## config.mk

```make
export PLATFORM = sky130hd
export DESIGN_NAME = polled_pin_event_logic
export DESIGN_NICKNAME = d
export VERILOG_FILES = /design/src/core/poll_pkg.sv /design/src/core/polled_pin_event_logic.sv
export SDC_FILE = /design/constraint.sdc
export NUM_CORES = 1
export LEC_CHECK = 0
export ABC_AREA = 0
export BUFFER_PORTS_ARGS = -buffer_cell sky130_fd_sc_hd__buf_4
export CORE_MARGIN = 3
export CORE_UTILIZATION = 31
export DETAILED_ROUTE_END_ITERATION = 8
export GPL_TIMING_DRIVEN = 1
export PLACE_DENSITY = 0.49
export REMOVE_ABC_BUFFERS = 1
export SLEW_MARGIN = 20
export SYNTH_ARGS = -nofsm -noshare
export SYNTH_HDL_FRONTEND = slang
export SYNTH_SLANG_ARGS = --single-unit
```

## constraint.sdc

```tcl
create_clock -name mclk -period 9.1 [get_ports mclk]
set_input_delay 2.73 -clock mclk [delete_from_list [all_inputs] [get_ports mclk]]
set_output_delay 2.73 -clock mclk [all_outputs]
set_load 0.01 [all_outputs]
```

## src/core/poll_pkg.sv

```systemverilog
// Shared types and constants for the polled pin event logic
package poll_pkg;
  localparam int          NUM_PINS      = 16;
  localparam int          PIN_IDX_W     = 4;
  localparam int          MODE_W        = 4;
  localparam int          SLOT_W        = 3;
  localparam int          STATUS_W      = 8;
  localparam int          STATUS_BASE   = 128;
  localparam int          STATUS_WORDS  = 8;
  localparam int          STATUS_IDX_W  = 3;
  localparam logic [2:0]  MODE_OFF_CLR  = 3'h0;
  localparam logic [2:0]  MODE_OFF_KEEP = 3'h1;
  localparam logic [2:0]  MODE_OUT      = 3'h2;
  localparam logic [2:0]  MODE_RUN      = 3'h3;
  localparam logic [2:0]  MODE_OUT_RUN  = 3'h4;
  localparam logic [2:0]  MODE_CLR_IN   = 3'h5;
  localparam logic [2:0]  MODE_CLR_OUT  = 3'h6;
  localparam logic [2:0]  MODE_CLR_ALL  = 3'h7;
  localparam int          LATCH_BIT     = 3;
  localparam logic [15:0] PINS_ZERO     = 16'h0000;

  typedef enum logic [2:0] {
    CMD_NONE,
    CMD_WATCH,
    CMD_DRIVE,
    CMD_MODE,
    CMD_PIN_WRITE,
    CMD_RUN_SLOT
  } cmd_e;

  typedef struct packed {
    cmd_e                  cmd;
    logic [PIN_IDX_W-1:0]  pin;
    logic                  level;
    logic [MODE_W-1:0]     mode;
    logic [SLOT_W-1:0]     slot;
  } poll_cmd_s;

  typedef struct packed {
    logic                  run_go;
    logic [SLOT_W-1:0]     run_slot;
    logic                  wait_release;
  } poll_act_s;
endpackage

```

## src/core/polled_pin_event_logic.sv

```systemverilog
// Background pin polling: watched inputs, driven outputs, mode control
module polled_pin_event_logic
  import poll_pkg::*;
#(
  parameter int PINS = NUM_PINS
)(
  input  wire logic                    mclk,
  input  wire logic                    rst,
  input  wire poll_cmd_s               cmd,
  input  wire logic                    cmd_valid,
  input  wire logic                    insn_boundary,
  input  wire logic                    wait_active,
  input  wire logic [PINS-1:0]         pin_in,
  input  wire logic [STATUS_IDX_W-1:0] status_addr,
  output logic      [PINS-1:0]         pin_out,
  output logic      [PINS-1:0]         pin_oe,
  output logic      [STATUS_W-1:0]     status_rdata,
  output poll_act_s                    act,
  output logic                         polling_on
);

  logic [PINS-1:0]     watch_en_r;
  logic [PINS-1:0]     watch_lvl_r;
  logic [PINS-1:0]     drive_en_r;
  logic [PINS-1:0]     drive_lvl_r;
  logic [MODE_W-1:0]   mode_r;
  logic [SLOT_W-1:0]   slot_r;
  logic [PINS-1:0]     sync1_r;
  logic [PINS-1:0]     sync2_r;
  logic [PINS-1:0]     sync3_r;
  logic [PINS-1:0]     pin_stable_r;
  logic [PINS-1:0]     hit_r;
  logic [STATUS_W-1:0] status_mem [STATUS_WORDS];
  logic [PINS-1:0]     match_vec;
  logic                any_match;
  logic [2:0]          base_mode;
  logic                latched;
  logic                out_action;
  logic                run_action;
  logic                active;
  logic                is_clear;

  assign base_mode  = mode_r[2:0];
  assign latched    = mode_r[LATCH_BIT];
  assign active     = (base_mode == MODE_OUT) || (base_mode == MODE_RUN) ||
                      (base_mode == MODE_OUT_RUN);
  assign out_action = (base_mode == MODE_OUT) || (base_mode == MODE_OUT_RUN);
  assign run_action = (base_mode == MODE_RUN) || (base_mode == MODE_OUT_RUN);
  assign is_clear   = cmd.mode[2:0] >= MODE_CLR_IN;

  // Three stages; second and third must agree, first is never looked at
  always_ff @(posedge mclk or posedge rst)
  begin
    if (rst)
    begin
      sync1_r      <= PINS_ZERO[PINS-1:0];
      sync2_r      <= PINS_ZERO[PINS-1:0];
      sync3_r      <= PINS_ZERO[PINS-1:0];
      pin_stable_r <= PINS_ZERO[PINS-1:0];
    end
    else
    begin
      sync1_r      <= pin_in;
      sync2_r      <= sync1_r;
      sync3_r      <= sync2_r;
      // Agreeing stages load their level; disagreeing ones keep the old one
      pin_stable_r <= (pin_stable_r & (sync2_r ^ sync3_r)) | (sync2_r & sync3_r);
    end
  end

  generate
    for (genvar i = 0; i < PINS; i++)
    begin : g_match
      assign match_vec[i] = watch_en_r[i] & (pin_stable_r[i] == watch_lvl_r[i]);
    end
  endgenerate

  assign any_match = |match_vec;

  // Watched and driven configuration, kept until cleared by mode
  always_ff @(posedge mclk or posedge rst)
  begin
    if (rst)
    begin
      watch_en_r  <= PINS_ZERO[PINS-1:0];
      watch_lvl_r <= PINS_ZERO[PINS-1:0];
      drive_en_r  <= PINS_ZERO[PINS-1:0];
      drive_lvl_r <= PINS_ZERO[PINS-1:0];
      slot_r      <= '0;
    end
    else if (cmd_valid)
    begin
      unique case (cmd.cmd)
        CMD_WATCH:
        begin
          watch_en_r[cmd.pin]  <= 1'b1;
          watch_lvl_r[cmd.pin] <= cmd.level;
        end
        CMD_DRIVE:
        begin
          drive_en_r[cmd.pin]  <= 1'b1;
          drive_lvl_r[cmd.pin] <= cmd.level;
        end
        CMD_RUN_SLOT:
          slot_r <= cmd.slot;
        CMD_MODE:
        begin
          if (cmd.mode[2:0] == MODE_OFF_CLR || cmd.mode[2:0] == MODE_CLR_IN ||
              cmd.mode[2:0] == MODE_CLR_ALL)
            watch_en_r <= PINS_ZERO[PINS-1:0];
          if (cmd.mode[2:0] == MODE_OFF_CLR || cmd.mode[2:0] == MODE_CLR_OUT ||
              cmd.mode[2:0] == MODE_CLR_ALL)
            drive_en_r <= PINS_ZERO[PINS-1:0];
        end
        default:
        begin
        end
      endcase
    end
  end

  // Mode register; clear modes leave the previous mode in force
  always_ff @(posedge mclk or posedge rst)
  begin
    if (rst)
      mode_r <= '0;
    else if (cmd_valid && cmd.cmd == CMD_MODE && !is_clear)
      mode_r <= cmd.mode;
    else if (active && run_action && insn_boundary && any_match)
      mode_r <= {mode_r[LATCH_BIT],
                 (base_mode == MODE_RUN) ? MODE_OFF_KEEP : MODE_OUT};
  end

  // Pin direction and level; program writes override latched state
  always_ff @(posedge mclk or posedge rst)
  begin
    if (rst)
    begin
      pin_out <= PINS_ZERO[PINS-1:0];
      pin_oe  <= PINS_ZERO[PINS-1:0];
    end
    else
    begin
      if (cmd_valid && cmd.cmd == CMD_WATCH)
        pin_oe[cmd.pin] <= 1'b0;
      else if (cmd_valid && cmd.cmd == CMD_DRIVE)
        pin_oe[cmd.pin] <= 1'b1;
      else if (cmd_valid && cmd.cmd == CMD_PIN_WRITE)
      begin
        pin_oe[cmd.pin]  <= 1'b1;
        pin_out[cmd.pin] <= cmd.level;
      end
      else if (active && out_action && insn_boundary)
      begin
        for (int i = 0; i < PINS; i++)
        begin
          if (drive_en_r[i])
          begin
            if (any_match)
              pin_out[i] <= drive_lvl_r[i];
            else if (!latched)
              pin_out[i] <= ~drive_lvl_r[i];
          end
        end
      end
    end
  end

  // Latched hit bits for status; sticky until mode 0 clears them
  always_ff @(posedge mclk or posedge rst)
  begin
    if (rst)
      hit_r <= PINS_ZERO[PINS-1:0];
    else if (cmd_valid && cmd.cmd == CMD_MODE && cmd.mode[2:0] == MODE_OFF_CLR)
      hit_r <= (active && insn_boundary) ? match_vec : PINS_ZERO[PINS-1:0];
    else if (active && insn_boundary)
      hit_r <= hit_r | match_vec;
  end

  // Status words in scratchpad order starting at the base location
  always_ff @(posedge mclk or posedge rst)
  begin
    if (rst)
    begin
      for (int w = 0; w < STATUS_WORDS; w++)
        status_mem[w] <= '0;
    end
    else
    begin
      status_mem[0] <= hit_r[7:0];
      status_mem[1] <= hit_r[15:8];
      status_mem[2] <= {mode_r, 1'b0, slot_r};
      status_mem[3] <= pin_stable_r[7:0];
      status_mem[4] <= pin_stable_r[15:8];
      status_mem[5] <= '0;
      status_mem[6] <= '0;
      status_mem[7] <= '0;
    end
  end

  always_ff @(posedge mclk or posedge rst)
  begin
    if (rst)
      status_rdata <= '0;
    else
      status_rdata <= status_mem[status_addr];
  end

  // Action pulses toward the instruction sequencer
  always_ff @(posedge mclk or posedge rst)
  begin
    if (rst)
    begin
      act        <= '0;
      polling_on <= 1'b0;
    end
    else
    begin
      act.run_go       <= active && run_action && insn_boundary && any_match;
      act.run_slot     <= slot_r;
      act.wait_release <= active && out_action && wait_active && any_match;
      polling_on       <= active;
    end
  end

endmodule

```

==> impl_results.md <==
- Run status: completed
- Crit path required time: roughly 9.5 ns
- Area of the multi-input gates: 0.003303 mm2
- Leak pwr: around 5.2 nW
- Count leader, synth: dfrtp_1
- CP top delay family: simple AND/OR/NAND/NOR gates
- TritonCTS clock tree: done
- Largest net degree at the start of global routing: 130
- Iter 0 DRT Violations: 400
- H-tree levels: 1
- Hold_ws: between 0.3 and 0.4 ns
- FF+latch count, synth: roughly 230
- Max-slew violations: 0
- 1st-pass router iterations: 4
- Share of the clock period used by the worst path: between 50% and 60%
- PostCTS Resize Cnt: 0
- Max Cap Viol: 0
- Placer Congestion: between 0.7 and 0.8
- Post-layout min period: ~4.8 ns
- Setup Fix Bufs, Post-CTS: 0
- Detail Route Antenna Nets: 0
- Final wirelength: 24,020 um
- Cell count after synthesis: around 790
- Number of remaining DRC errors: 0
- Mean Syn Cell Area: ~12 um2
- Worst path arrival time: approximately 5.2 ns
- Post-DP HPWL: around 16,000 um
- Pwr dens: ~260 mW/mm2
- Fill cells: between 2,000 and 3,000
- Pwr Total: ~2.9 mW
- Yosys Warn Count: 0
- Row count: a little over 60
- CORE AREA: ~0.029 mm2
- I/O Buffers: 84
- Most frequent cells after synthesis: dfrtp_1 (233), a21oi_1 (98), nand2_1 (79), nor2_1 (50), nor3_1 (49)
- First-pass GRT wire length: between 30,000 and 40,000 um
- CP startpoint kind: input port
- Max Fanout on Critical Path: 32
- GRT Overall Usage: between 10 and 15%
- Cell variety after synth: 40
- Seq. cell area: roughly 0.0058 mm2
- VDD IR max: approximately 0.15 mV
- Max Freq: approximately 210 MHz
- Slowest-stage cell, CP: or2_1
- Largest cells by area after synthesis: dfrtp_1 (62%), a21oi_1 (5.2%), mux2_2 (4.7%)
- CTS Buf Count: 27
- Post-synth ARST share: 100.0%
- Seq/Total Area, Yosys: about 62%
- Clock Sinks: 233
- Clk Latency, worst-skew pair: roughly 0.53 ns
- Chip width: 179.7 um
- Slew @ Worst Pin: about 1.0 ns
- EDFF count, synth: 0
- Worst setup EP type: flip-flop
- Final design utilization: ~39%
- RSZ-0062 raised after global routing: no
- Initial antenna violation count: 0
- # hold bufs at CTS: 0
- Initial core utilization: around a third
- Top-area cell type share of the netlist area: approximately 62%
- Layout area overhead: 20.59%
- Layout cells sized above 1: a little under a quarter
- Clock-pin slew on the worst setup and hold paths: approximately 0.060 ns
- Rel. slew slack: between 20% and 30%
- Worst-path cell chain: buf_4, inv_2, nor4b_4, buf_4, a21o_1, nand2_1, or2_1, o41ai_1
- Clk root buf: clkbuf_16
- Clk buf depth: 3
- Vias in the first global route: slightly above 6,000
- WL/cell: ~19 um
- Vias per std cell: around 4.9
- WP buf/inv: 3
- Worst Skew: about 0.011 ns
- I/O pin count: 85
- Final Hold Fails: 0
- Final setup violation count: 0
- Via count: 6,204
- Diode count: 0
- Nets@finish: 928
- Critical Path Max Stage Delay: ~0.7 ns
- Die ar.: roughly 0.032 mm2
- Die height: 179.7 um
- Leading area contributor after synthesis: dfrtp_1
- Kind of critical path: in2reg
- Synthesized area: roughly 0.0093 mm2
- Top cell by count, worst path: buf_4
- Synth Flop Type: dfrtp_1
- Hold/Removal Path Class: reg2reg
- Grt ovf: 0
## per-stage QoR
| stage | cells | area [um2] | TNS (ns) | setup WS (ns) |
|---|---|---|---|---|
| after CTS | 1277 | 11270 | 0 | 4.215 |
| after global placement | 1228 | 10410 | 0 | 3.735 |
| after floorplan | 744 | 9155 | -4.576 | -0.01964 |
| final | 1277 | 11270 | 0 | 4.277 |
| after global routing | 1277 | 11270 | 0 | 3.980 |
| after detailed placement | 1228 | 10410 | 0 | 3.653 |
## sequential cells by signal, indices dropped and copies added (netlist names), 8 cells and up, named ones only
name,flops
status_mem,37
drive_en_r,16
drive_lvl_r,16
hit_r,16
pin_out,16
pin_stable_r,16
sync1_r,16
sync2_r,16
sync3_r,16
watch_en_r,16
watch_lvl_r,16
status_rdata,8
## layer usage
layer | vias up | wire (um) | GRT usage (%)
met1 | 3060 | 11380 | 20.69
met5 | - | 0 | 0
li1 | 2969 | - | -
met3 | 41 | 953 | 2.627
met2 | 134 | 11100 | 23.22
met4 | 0 | 592 | 3.929
## cells by family (layout without fill, tap and decap cells)
kind of cell	count (synthesis)	after routing	share of synthesized area (%)
multiplexers	61	61	7.188
XOR/XNOR	16	16	1.499
AND/OR/NAND/NOR	206	206	10.28
buffers and inverters	54	160	2.503
AO/OA/AOI/OAI	201	201	14.01
adder cells (fa/ha/maj)	16	16	2.142
flip-flops	233	233	62.37
## cell type report
| class | count | share of cell area (%) |
|---|---|---|
| well taps | 384 | 4.262 |
| flip-flops and latches | 233 | 51.73 |
| repair buffers | 100 | 6.660 |
| multi-input cells | 500 | 29.30 |
| clock buffers | 42 | 7.026 |
| inverters | 11 | 0.4329 |
| clock inverters | 7 | 0.5883 |
## cells in the final DEF, fill, tap and decap left out, types with 7 or more instances in the layout
cell / instances
nand2b_1: 14
clkbuf_16: 27
buf_4: 100
dfrtp_1: 233
a21oi_1: 98
nor3_2: 7
inv_1: 9
o21ai_0: 19
a21boi_0: 16
a21o_1: 17
nor3_1: 45
nor2_1: 50
o41ai_2: 9
mux2_2: 39
a22oi_1: 8
ha_1: 16
clkbuf_1: 9
nand2_1: 79
mux2i_1: 21
o41ai_1: 7
xnor2_1: 16
o31ai_1: 16
## where the power goes
| group | leakage (nW) | total (mW) | switching, mW | internal (mW) |
|---|---|---|---|---|
| clock network | 0.421 | 1.04 | 0.412 | 0.623 |
| registers | 2.92 | 1.35 | 0.115 | 1.24 |
| logic | 1.82 | 0.548 | 0.319 | 0.229 |
## worst paths after layout
check / slack, ns / cells after the start / to / start
min in group asynchronous: 2.37 / 2 / sync1_r[5] / rst
setup / recovery: 4.28 / 8 / pin_out[3] / cmd_valid
setup reg to reg: 6.07 / 7 / pin_out[3] / pin_stable_r[5]
hold / removal: 0.35 / 0 / sync2_r[6] / sync1_r[6]
hold reg to reg: 0.35 / 0 / sync2_r[6] / sync1_r[6]
max in group asynchronous: 5.44 / 3 / async pin / rst
Power figures use the tool's default switching activity.
